$ cat src/rtl/disk_security_pkg.sv
// Constants and types for the disk security lock command block
package disk_security_pkg;

  localparam int DATA_W = 16;
  localparam int ADDR_W = 3;
  localparam int PW_W   = 256;

  // Register port offsets
  localparam logic [2:0] ADDR_DATA       = 3'h0;
  localparam logic [2:0] ADDR_ERROR      = 3'h1;
  localparam logic [2:0] ADDR_SECURITY   = 3'h2;
  localparam logic [2:0] ADDR_STATUS_CMD = 3'h7;

  // Command codes
  localparam logic [7:0] CMD_SET_PASSWORD     = 8'hf1;
  localparam logic [7:0] CMD_UNLOCK           = 8'hf2;
  localparam logic [7:0] CMD_ERASE_PREPARE    = 8'hf3;
  localparam logic [7:0] CMD_ERASE_UNIT       = 8'hf4;
  localparam logic [7:0] CMD_FREEZE_LOCK      = 8'hf5;
  localparam logic [7:0] CMD_DISABLE_PASSWORD = 8'hf6;
  localparam logic [7:0] CMD_READ_DMA         = 8'hc8;
  localparam logic [7:0] CMD_WRITE_DMA        = 8'hca;
  localparam logic [7:0] CMD_READ_LONG        = 8'h22;
  localparam logic [7:0] CMD_WRITE_LONG       = 8'h32;
  localparam logic [7:0] CMD_READ_MULTIPLE    = 8'hc4;
  localparam logic [7:0] CMD_WRITE_MULTIPLE   = 8'hc5;
  localparam logic [7:0] CMD_READ_SECTORS     = 8'h20;
  localparam logic [7:0] CMD_WRITE_SECTORS    = 8'h30;
  localparam logic [7:0] CMD_WRITE_VERIFY     = 8'h3c;

  // Control word fields
  localparam int CTL_IDENT_BIT = 0;
  localparam int CTL_LEVEL_BIT = 8;

  // Error and status register bits
  localparam int ERR_ABORT_BIT = 2;
  localparam int ST_BUSY_BIT   = 7;
  localparam int ST_READY_BIT  = 6;
  localparam int ST_DRQ_BIT    = 3;
  localparam int ST_ERR_BIT    = 0;

  // Security state register fields
  localparam int SEC_LOCK_BIT       = 0;
  localparam int SEC_FREEZE_BIT     = 1;
  localparam int SEC_USER_VALID_BIT = 2;
  localparam int SEC_LEVEL_BIT      = 3;
  localparam int SEC_ARMED_BIT      = 4;
  localparam int SEC_COUNT_LSB      = 8;

  // Data block layout and counts
  localparam logic [2:0] UNLOCK_TRIES = 3'h5;
  localparam logic [2:0] COUNT_EMPTY  = 3'h0;
  localparam logic [7:0] CTL_WORD     = 8'h00;
  localparam logic [7:0] PW_LAST_WORD = 8'h10;
  localparam logic [7:0] LAST_WORD    = 8'hff;

  typedef enum logic [1:0] {
    PHASE_IDLE = 2'b00,
    PHASE_XFER = 2'b01,
    PHASE_EXEC = 2'b10
  } phase_e;

endpackage : disk_security_pkg

$ cat src/rtl/disk_security_lock.sv
// Security lock command interpreter of the disk controller
`timescale 1ns/1ps
module disk_security_lock
  import disk_security_pkg::*;
(
  input  wire logic              clock_i,
  input  wire logic              rst_n_i,
  input  wire logic              power_cycle_i,
  input  wire logic              hw_reset_i,
  input  wire logic [ADDR_W-1:0] addr_i,
  input  wire logic [DATA_W-1:0] wdata_i,
  input  wire logic              wr_i,
  input  wire logic              rd_i,
  output logic      [DATA_W-1:0] rdata_o,
  output logic                   erase_start_o,
  output logic                   locked_o,
  output logic                   frozen_o,
  output logic                   busy_o,
  output logic                   drq_o
);

  phase_e            phase;
  logic [7:0]        cur_cmd;
  logic [7:0]        word_cnt;
  logic [DATA_W-1:0] ctl_word;
  logic [PW_W-1:0]   pw_buf;
  logic [PW_W-1:0]   user_pw;
  logic [PW_W-1:0]   master_pw;
  logic              user_valid;
  logic              level_max;
  logic              lock_hold_state;
  logic              freeze_hold_state;
  logic              erase_armed;
  logic [2:0]        unlock_count;
  logic              abort_flag;

  logic              cmd_wr;
  logic              data_wr;
  logic              exec;
  logic              issue_abort;
  logic              needs_data;
  logic              exec_ok;
  logic              match_user;
  logic              match_master;
  logic              sel_master;
  logic [7:0]        cmd_code;
  logic [3:0]        pw_index;
  logic [7:0]        status_reg;
  logic [7:0]        error_reg;
  logic [DATA_W-1:0] security_reg;

  assign cmd_code = wdata_i[7:0];
  assign cmd_wr   = wr_i && (addr_i == ADDR_STATUS_CMD)
                    && (phase == PHASE_IDLE);
  assign data_wr  = wr_i && (addr_i == ADDR_DATA) && (phase == PHASE_XFER);
  assign exec     = (phase == PHASE_EXEC);
  assign pw_index = 4'(word_cnt - 8'h01);

  // Checks made when the command byte arrives
  always_comb
  begin
    issue_abort = 1'b0;
    needs_data  = 1'b0;
    case (cmd_code)
      CMD_SET_PASSWORD:
      begin
        issue_abort = lock_hold_state || freeze_hold_state;
        needs_data  = !issue_abort;
      end
      CMD_UNLOCK:
      begin
        issue_abort = freeze_hold_state
                      || (unlock_count == COUNT_EMPTY);
        needs_data  = !issue_abort;
      end
      CMD_ERASE_PREPARE:
        issue_abort = freeze_hold_state;
      CMD_ERASE_UNIT:
      begin
        issue_abort = freeze_hold_state
                      || !erase_armed
                      || (unlock_count == COUNT_EMPTY);
        needs_data  = !issue_abort;
      end
      CMD_FREEZE_LOCK:
        issue_abort = lock_hold_state;
      CMD_DISABLE_PASSWORD:
      begin
        issue_abort = lock_hold_state || freeze_hold_state;
        needs_data  = !issue_abort;
      end
      CMD_READ_DMA, CMD_WRITE_DMA, CMD_READ_LONG, CMD_WRITE_LONG,
      CMD_READ_MULTIPLE, CMD_WRITE_MULTIPLE, CMD_READ_SECTORS,
      CMD_WRITE_SECTORS, CMD_WRITE_VERIFY:
        issue_abort = lock_hold_state;
      default:
        issue_abort = 1'b0;
    endcase
  end

  // Password comparison against stored values
  assign sel_master   = ctl_word[CTL_IDENT_BIT];
  assign match_user   = user_valid && (pw_buf == user_pw);
  assign match_master = (pw_buf == master_pw);

  always_comb
  begin
    exec_ok = 1'b0;
    case (cur_cmd)
      CMD_ERASE_UNIT:
        exec_ok = sel_master ? match_master : match_user;
      CMD_UNLOCK:
        exec_ok = sel_master ? (!level_max && match_master)
                             : match_user;
      CMD_DISABLE_PASSWORD:
        exec_ok = sel_master ? match_master : match_user;
      CMD_SET_PASSWORD:
        exec_ok = 1'b1;
      default:
        exec_ok = 1'b0;
    endcase
  end

  // Command phase sequencer
  always_ff @(posedge clock_i)
  begin
    if (!rst_n_i)
      phase <= PHASE_IDLE;
    else
      case (phase)
        PHASE_IDLE:
          if (cmd_wr && needs_data)
            phase <= PHASE_XFER;
        PHASE_XFER:
          if (data_wr && (word_cnt == LAST_WORD))
            phase <= PHASE_EXEC;
        PHASE_EXEC:
          phase <= PHASE_IDLE;
        default:
          phase <= PHASE_IDLE;
      endcase
  end

  always_ff @(posedge clock_i)
  begin
    if (!rst_n_i)
      cur_cmd <= 8'h00;
    else if (cmd_wr)
      cur_cmd <= cmd_code;
  end

  // Data block capture; reserved words are counted and dropped
  always_ff @(posedge clock_i)
  begin
    if (!rst_n_i)
    begin
      word_cnt <= CTL_WORD;
      ctl_word <= '0;
      pw_buf   <= '0;
    end
    else if (cmd_wr)
      word_cnt <= CTL_WORD;
    else if (data_wr)
    begin
      word_cnt <= word_cnt + 8'h01;
      if (word_cnt == CTL_WORD)
        ctl_word <= wdata_i;
      else if (word_cnt <= PW_LAST_WORD)
        pw_buf[{pw_index, 4'h0} +: DATA_W] <= wdata_i;
    end
  end

  // Stored passwords and level
  always_ff @(posedge clock_i)
  begin
    if (!rst_n_i)
    begin
      user_pw    <= '0;
      master_pw  <= '0;
      user_valid <= 1'b0;
      level_max  <= 1'b0;
    end
    else if (exec && exec_ok)
      case (cur_cmd)
        CMD_SET_PASSWORD:
          if (sel_master)
            master_pw <= pw_buf;
          else
          begin
            user_pw    <= pw_buf;
            user_valid <= 1'b1;
            level_max  <= ctl_word[CTL_LEVEL_BIT];
          end
        CMD_ERASE_UNIT, CMD_DISABLE_PASSWORD:
          user_valid <= 1'b0;
        default:
          user_valid <= user_valid;
      endcase
  end

  // Lock state follows the user password only across a power cycle
  always_ff @(posedge clock_i)
  begin
    if (!rst_n_i)
      lock_hold_state <= 1'b0;
    else if (power_cycle_i)
      lock_hold_state <= user_valid;
    else if (exec && exec_ok
             && ((cur_cmd == CMD_ERASE_UNIT) || (cur_cmd == CMD_UNLOCK)))
      lock_hold_state <= 1'b0;
  end

  always_ff @(posedge clock_i)
  begin
    if (!rst_n_i || power_cycle_i)
      freeze_hold_state <= 1'b0;
    else if (cmd_wr && (cmd_code == CMD_FREEZE_LOCK) && !issue_abort)
      freeze_hold_state <= 1'b1;
  end

  // Erase is armed only by the command directly before it
  always_ff @(posedge clock_i)
  begin
    if (!rst_n_i || power_cycle_i)
      erase_armed <= 1'b0;
    else if (cmd_wr)
      erase_armed <= (cmd_code == CMD_ERASE_PREPARE) && !issue_abort;
  end

  always_ff @(posedge clock_i)
  begin
    if (!rst_n_i || power_cycle_i || hw_reset_i)
      unlock_count <= UNLOCK_TRIES;
    else if (exec && !exec_ok && (cur_cmd == CMD_UNLOCK)
             && lock_hold_state && (unlock_count != COUNT_EMPTY))
      unlock_count <= unlock_count - 3'h1;
  end

  // Abort reporting, cleared when a fresh command is accepted
  always_ff @(posedge clock_i)
  begin
    if (!rst_n_i)
      abort_flag <= 1'b0;
    else if (cmd_wr)
      abort_flag <= issue_abort;
    else if (exec)
      abort_flag <= !exec_ok;
  end

  always_ff @(posedge clock_i)
  begin
    if (!rst_n_i)
      erase_start_o <= 1'b0;
    else
      erase_start_o <= exec && exec_ok && (cur_cmd == CMD_ERASE_UNIT);
  end

  // Register read port
  always_comb
  begin
    status_reg               = 8'h00;
    status_reg[ST_BUSY_BIT]  = exec;
    status_reg[ST_READY_BIT] = 1'b1;
    status_reg[ST_DRQ_BIT]   = (phase == PHASE_XFER);
    status_reg[ST_ERR_BIT]   = abort_flag;
    error_reg                = 8'h00;
    error_reg[ERR_ABORT_BIT] = abort_flag;
    security_reg                     = '0;
    security_reg[SEC_LOCK_BIT]       = lock_hold_state;
    security_reg[SEC_FREEZE_BIT]     = freeze_hold_state;
    security_reg[SEC_USER_VALID_BIT] = user_valid;
    security_reg[SEC_LEVEL_BIT]      = level_max;
    security_reg[SEC_ARMED_BIT]      = erase_armed;
    security_reg[SEC_COUNT_LSB +: 3] = unlock_count;
  end

  always_ff @(posedge clock_i)
  begin
    if (!rst_n_i)
      rdata_o <= '0;
    else if (rd_i)
      case (addr_i)
        ADDR_STATUS_CMD: rdata_o <= {8'h00, status_reg};
        ADDR_ERROR:      rdata_o <= {8'h00, error_reg};
        ADDR_SECURITY:   rdata_o <= security_reg;
        default:         rdata_o <= '0;
      endcase
    else
      rdata_o <= '0;
  end

  assign locked_o = lock_hold_state;
  assign frozen_o = freeze_hold_state;
  assign busy_o   = exec;
  assign drq_o    = (phase == PHASE_XFER);
endmodule : disk_security_lock

$ cat config.mk
export PLATFORM = sky130hd
export DESIGN_NAME = disk_security_lock
export DESIGN_NICKNAME = d
export VERILOG_FILES = /design/src/rtl/disk_security_pkg.sv /design/src/rtl/disk_security_lock.sv
export SDC_FILE = /design/constraint.sdc
export NUM_CORES = 2
export LEC_CHECK = 0
export BUFFER_PORTS_ARGS = -buffer_cell sky130_fd_sc_hd__buf_2
export CORE_ASPECT_RATIO = 0.9
export CORE_MARGIN = 5
export CORE_UTILIZATION = 40
export CTS_CLUSTER_SIZE = 12
export DETAILED_ROUTE_END_ITERATION = 6
export PLACE_DENSITY = 0.52
export RECOVER_POWER = 50
export SLEW_MARGIN = 20
export SYNTH_ARGS = -nofsm -noshare
export SYNTH_HDL_FRONTEND = slang
export SYNTH_SLANG_ARGS = --single-unit
$ cat constraint.sdc
create_clock -name clock_i -period 3.6 [get_ports clock_i]
set_clock_uncertainty 0.2 [all_clocks]
set_input_delay 0.54 -clock clock_i [delete_from_list [all_inputs] [get_ports clock_i]]
set_output_delay 0.54 -clock clock_i [all_outputs]
set_load 0.03 [all_outputs]
# After elaboration in Yosys (flattened, before gate mapping)
# Index checks and enable logic that the tools add are counted.
# word_totals
elab_cells	125
in_bits	25
register_bits	821
# classes
n_lt_le_gt_ge	1
reduce_logical	52
bitwise	4
eq_ne	30
muxes	16
n_addsub	4
shift	2
# ops
operator	n
256-bit == test	2
256-bit bitwise mux	1
16-bit by 10-bit variable shift with 256-bit output (first input constant)	1
16-bit by 10-bit variable part select with 256-bit output	1
8-bit == test (second input constant)	15
8-bit by 6-bit == test with 1-bit output (second input constant)	5
11-bit one-hot mux with 3 select lines	1
1-bit logical AND	18
3-bit AND reduction	4
8-bit negation with 10-bit output	1
10-bit OR reduction	1
8-bit by 1-bit adder with 8-bit output (second input constant)	1
8-bit by 5-bit <= comparator with 1-bit output (second input constant)	1
1-bit zero test	8
8-bit zero test	1
1-bit logical OR	7
1-bit two-way mux	7
3-bit zero test	2
1-bit one-hot mux with 3 select lines	2
2-bit nonzero test	3
2-bit OR reduction	3
1-bit one-hot mux with 5 select lines	1
2-bit two-way mux	2
2-bit by 1-bit inequality test with 1-bit output (second input constant)	2
other kinds (15)	19

# Depth between registers and ports, before layout
# logic_depth
word_depth	9
mapped_depth	13
ltp_nobuf	10

# Worst setup path after synthesis
# No wires, ideal clock.
# synth_timing
path_kind	register -> register
from	reg word_cnt[0]
to	reg pw_buf[103]
t_required_ns	3.324
path_slack_ns	0.543
stages_incl_launch_ff	13
t_arrival_ns	2.782
path_cell_list	dfxtp_1 > clkbuf_1 > inv_1 > ha_1 > nand2_1 > o32a_1 > xnor2_1 > nor4b_4 > and2_1 > clkbuf_1 > buf_2 > nand2_1 > a21boi_0
# synth_between
elab_chain_cells	4
word_cells_on_any_way	9
# synth_rtl
element	line_no	text
start, declared	disk_security_lock.sv:24	logic [7:0] word_cnt;
start signal, assigned	disk_security_lock.sv:165	word_cnt <= word_cnt + 8'h01;
4-bit by 1-bit subtractor with 4-bit output (*)	disk_security_lock.sv:57	assign pw_index = 4'(word_cnt - 8'h01);
net pw_index[0]	disk_security_lock.sv:47	logic [3:0] pw_index;
8-bit negation with 10-bit output (*)	disk_security_lock.sv:169	pw_buf[{pw_index, 4'h0} +: DATA_W] <= wdata_i;
16-bit by 10-bit variable part select with 256-bit output or 16-bit by 10-bit variable shift with 256-bit output (tied branches)	disk_security_lock.sv:169	
256-bit bitwise mux (*)	disk_security_lock.sv:169	
end signal, assigned by index	disk_security_lock.sv:169	
end, declared	disk_security_lock.sv:26	logic [PW_W-1:0] pw_buf;
# The timed path passes the listed nets; every way through them passes the cells marked *.
# A chain may end at the register's enable or synchronous reset.

# Worst setup path in the final report
# layout_timing
from	reg pw_buf[29]
to	reg unlock_count[1]
# layout_between
elab_chain_cells	9
word_cells_on_any_way	12
# layout_rtl
element	line_no	text
256-bit == test, on equally long branches	disk_security_lock.sv:103, disk_security_lock.sv:104	
1-bit logical AND, on equally long branches	disk_security_lock.sv:103, disk_security_lock.sv:113	
1-bit two-way mux, on equally long branches	disk_security_lock.sv:111, disk_security_lock.sv:116, disk_security_lock.sv:113	
1-bit one-hot mux with 3 select lines (*)	disk_security_lock.sv:109	case (cur_cmd)
1-bit zero test (*)	disk_security_lock.sv:234	else if (exec && !exec_ok && (cur_cmd == CMD_UNLOCK)
1-bit logical AND (*) (2 in series)	disk_security_lock.sv:234	
1-bit logical AND (*) (2 in series)	disk_security_lock.sv:235	&& lock_hold_state && (unlock_count != COUNT_EMPTY))
end signal, assigned	disk_security_lock.sv:236	unlock_count <= unlock_count - 3'h1;
end, declared	disk_security_lock.sv:34	logic [2:0] unlock_count;
# Every way passes the cells marked *; elsewhere a longest branch is shown, timed or not.

==> metrics.log <==
[metrics] die span in y: 299 um
[metrics] fraction of final layout cells sized beyond drive strength 1: 0.0928
[metrics] run status: finished, violations left
[metrics] met1 track utilization from global routing: 0.434
[metrics] sink count of the clock tree: 808
[metrics] gate count of the mapped netlist: 4492
[metrics] Area Growth Syn to Fin: 15.1%
[metrics] met2 capacity usage during global routing: 0.435
[metrics] number of buffers created by CTS: 89
[metrics] number of enable flip-flop cells after synthesis: 0
[metrics] Detail Route Antenna Nets: 0
[metrics] number of rows in the core area: 105
[metrics] average cell area after synthesis: 8.24 um^2
[metrics] post-DR wirelength/cell: 25.9 um
[metrics] Port Buf Inserts: 39
[metrics] highest fanout seen on the critical path: 5
[metrics] cell type of the slowest stage on the worst timing path: sky130_fd_sc_hd__or4_1
[metrics] final hold slack: 0.0603 ns
[metrics] initial standard-cell utilization of the core: 0.404
[metrics] routing usage on met3: 0.0636
[metrics] 1st-pass router iterations: 5
[metrics] global route overflow: 0
[metrics] number of design rule violations left after detail routing: 0
[metrics] worst voltage drop across the vdd grid: 343 uV
[metrics] worst hold-check path type: input port to flip-flop
[metrics] number of inserted filler cells in the final layout: 9092
[metrics] count of unique library cells instantiated by Yosys: 59
[metrics] latest clock arrival within the worst-skew pair: 0.67 ns
[metrics] family with the most delay on the worst path: simple AND/OR/NAND/NOR gates
[metrics] series of cell instances along the critical path: xnor2_1 > nand4_1 > or4_1 > or4_1 > nor4_4 > nand4_1 > buf_4 > a31o_1 > and3_1
[metrics] static power due to leakage: 0.0144 uW
[metrics] core utilization of the finished layout: 0.465
[metrics] data required time of the critical path: 3.94 ns
[metrics] largest net degree at the start of global routing: 165
[metrics] total setup violations reported at the end of the flow: 2
[metrics] number of DRC violations after detailed-routing iteration 0: 3713
[metrics] count of max-cap constraint violations: 3
[metrics] failing checks: max-capacitance violations, max-slew violations, negative setup slack
[metrics] Synth top cells by count: sky130_fd_sc_hd__nand2_1 (1391), sky130_fd_sc_hd__dfxtp_1 (808), sky130_fd_sc_hd__a21boi_0 (732), sky130_fd_sc_hd__xnor2_1 (444), sky130_fd_sc_hd__clkbuf_1 (274)
[metrics] number of hold violations in the final report: 0
[metrics] area inside the core boundary: 91600 um^2
[metrics] commonest register cell after synthesis: sky130_fd_sc_hd__dfxtp_1
[metrics] # nets final: 4598
[metrics] ratio of final minimum period to clock period: 1.00
[metrics] fraction of the yosys area taken by sequential cells: 0.437
[metrics] Slowest Stage Delay on Critical Path: 0.64 ns
[metrics] most frequent cell after synthesis: sky130_fd_sc_hd__nand2_1
[metrics] num ports: 46
[metrics] Crit. End Element: flip-flop
[metrics] number of global-route vias before repair: 29200
[metrics] synth top area cells: sky130_fd_sc_hd__dfxtp_1 (44%), sky130_fd_sc_hd__a21boi_0 (15%), sky130_fd_sc_hd__nand2_1 (14%), sky130_fd_sc_hd__xnor2_1 (11%), sky130_fd_sc_hd__nand4_1 (3.1%)
[metrics] GPL Wtd Cong: 0.992
[metrics] HPWL reported at the end of detailed placement: 104000 um
[metrics] slew at the pin with the worst max-slew slack: 2.17 ns
[metrics] Die ar.: 98800 um^2
[metrics] clock root buffer: sky130_fd_sc_hd__clkbuf_16
[metrics] most utilized layer in the global route result: met2
[metrics] combined area of all synthesized cells: 37000 um^2
[metrics] total via count after detailed routing: 32000
[metrics] min setup slack post-route: -0.0163 ns
[metrics] detail-routed via count per cell: 5.46
[metrics] ratio of total power to cell area: 438 nW/um^2
[metrics] post-CTS clock slew at the launch and capture registers of the worst setup and hold paths: 0.06 ns
[metrics] Setup Crit Path Kind: flip-flop to flip-flop
[metrics] critical path launch point type: flip-flop
[metrics] number of register bits inferred by synthesis: 808
[metrics] max-slew violation count: 365
[metrics] RSZ-0062 raised after global routing: false
[metrics] total number of H-tree levels: 3
[metrics] TritonCTS clock tree: done
[metrics] die extent in x: 331 um
[metrics] Crit path arrival time: 3.96 ns
[metrics] count of buffering cells on the critical path with inverters included: 1
[metrics] count of synthesis-stage warnings from yosys: 0
[metrics] total global-route track usage: 0.299
[metrics] total wire length after detailed routing: 152000 um
[metrics] Clock Tree Buf Depth: 3
[metrics] global-route wire length before repair: 216000 um
[metrics] initial antenna violation count: 4
[metrics] maximum clock frequency: 277 MHz
[metrics] worst slew margin relative to its limit: -0.444
[metrics] area leader, netlist: sky130_fd_sc_hd__dfxtp_1
[metrics] share of Yosys cell area claimed by the top area cell type: 0.437
[metrics] Synth async-reset ratio: 0
[metrics] fin crit period: 3.62 ns
==> registers in the layout (all words and copies together), names as in the netlist, 2 cells and up <==
signal	flops
master_pw	256
pw_buf	256
user_pw	256
rdata_o	10
cur_cmd	8
word_cnt	8
unlock_count	3
ctl_word	2
phase	2
==> power breakdown <==
part / total [uW] / switching, uW / internal, uW
Combinational: 452 / 300 / 151
Clock: 9250 / 3900 / 5350
Sequential: 8950 / 2.70 / 8940
Total: 18600 / 4200 / 14400
==> stage by stage <==
step / power [uW] / setup TNS, ns / setup slack, ns / std cells / instance area, um^2
CTS: 18700 / 0 / 0.0850 / 5861 / 42700
detailed placement: 9580 / -0.591 / -0.175 / 5695 / 39700
finish: 18600 / -0.0198 / -0.0163 / 5865 / 42600
floorplan: 9390 / 0 / 0.543 / 4497 / 37000
global route: 19100 / 0 / 0.00909 / 5865 / 42600
global placement: 9580 / -0.970 / -0.266 / 5695 / 39700
==> final cells by class <==
| class | instances | area (um^2) | area share |
|---|---|---|---|
| Tap cell | 1230 | 1540 | 0.0361 |
| Timing Repair Buffer | 285 | 2230 | 0.0525 |
| Antenna cell | 1 | 2.50 | 0.0000587 |
| Clock buffer | 132 | 2640 | 0.0620 |
| Multi-Input combinational cell | 3373 | 19700 | 0.463 |
| Sequential cell | 808 | 16200 | 0.380 |
| Clock inverter | 27 | 253 | 0.00593 |
| Inverter | 9 | 33.8 | 0.000793 |
==> final timing paths <==
path                               startpoint  slack (ns)              end  cells past startpoint
worst min register to register  master_pw[88]        0.28    master_pw[88]                      2
worst max-delay path               pw_buf[29]       -0.02  unlock_count[1]                      9
worst max register to register     pw_buf[29]       -0.02  unlock_count[1]                      9
worst min-delay path               wdata_i[3]        0.06       cur_cmd[3]                      3
==> cell families (layout without fill, tap and decap cells) <==
family	Yosys count	after routing	synth area share
simple gates	2016	2016	0.239
compound gates	808	808	0.161
flops	808	808	0.437
xor+xnor	524	524	0.124
buf+inv	316	453	0.0336
mux	12	12	0.00324
fa+ha+maj	7	7	0.00237
other cells	1	7	0.000101
==> worst register-to-register path, cell delays in order (launching register included) <==
cell	delay, ns
sky130_fd_sc_hd__dfxtp_1	0.39
sky130_fd_sc_hd__xnor2_1	0.45
sky130_fd_sc_hd__nand4_1	0.14
sky130_fd_sc_hd__or4_1	0.43
sky130_fd_sc_hd__or4_1	0.64
sky130_fd_sc_hd__nor4_4	0.43
sky130_fd_sc_hd__nand4_1	0.21
sky130_fd_sc_hd__buf_4	0.23
sky130_fd_sc_hd__a31o_1	0.21
sky130_fd_sc_hd__and3_1	0.16
==> repair_timing <==
action,4_1_cts,5_1_grt
resized for setup,3,1
setup buffers,0,3
setup endpoints to repair,5,5
hold buffers,7,0
hold endpoints to repair,8,0
pin swaps,0,1
==> layer usage <==
layer | up-vias | share of wire
li1 | 15100 | -
met1 | 15400 | 0.45
met2 | 1224 | 0.42
met3 | 289 | 0.086
met4 | 2 | 0.046
met5 | - | 0.00013
==> layout by cell type (no fill, tap or decap), types with 12 or more instances in the layout <==
cell                           n
sky130_fd_sc_hd__clkbuf_1     38
sky130_fd_sc_hd__nand4_1     184
sky130_fd_sc_hd__clkbuf_16    91
sky130_fd_sc_hd__nor2_1       55
sky130_fd_sc_hd__mux2i_1      12
sky130_fd_sc_hd__nor4_1       64
sky130_fd_sc_hd__xnor2_1     443
sky130_fd_sc_hd__buf_2        22
sky130_fd_sc_hd__and2_1       44
sky130_fd_sc_hd__o21ai_0      39
sky130_fd_sc_hd__buf_4       215
sky130_fd_sc_hd__a21boi_0    732
sky130_fd_sc_hd__nor3_1       15
sky130_fd_sc_hd__dfxtp_1     808
sky130_fd_sc_hd__nand3_1     184
sky130_fd_sc_hd__xor2_1       79
sky130_fd_sc_hd__clkbuf_8     21
sky130_fd_sc_hd__nand2_1    1390
sky130_fd_sc_hd__nor2b_1      19
sky130_fd_sc_hd__buf_12       16
sky130_fd_sc_hd__clkinv_2     18
No activity file was read; power rests on OpenSTA's default activity.
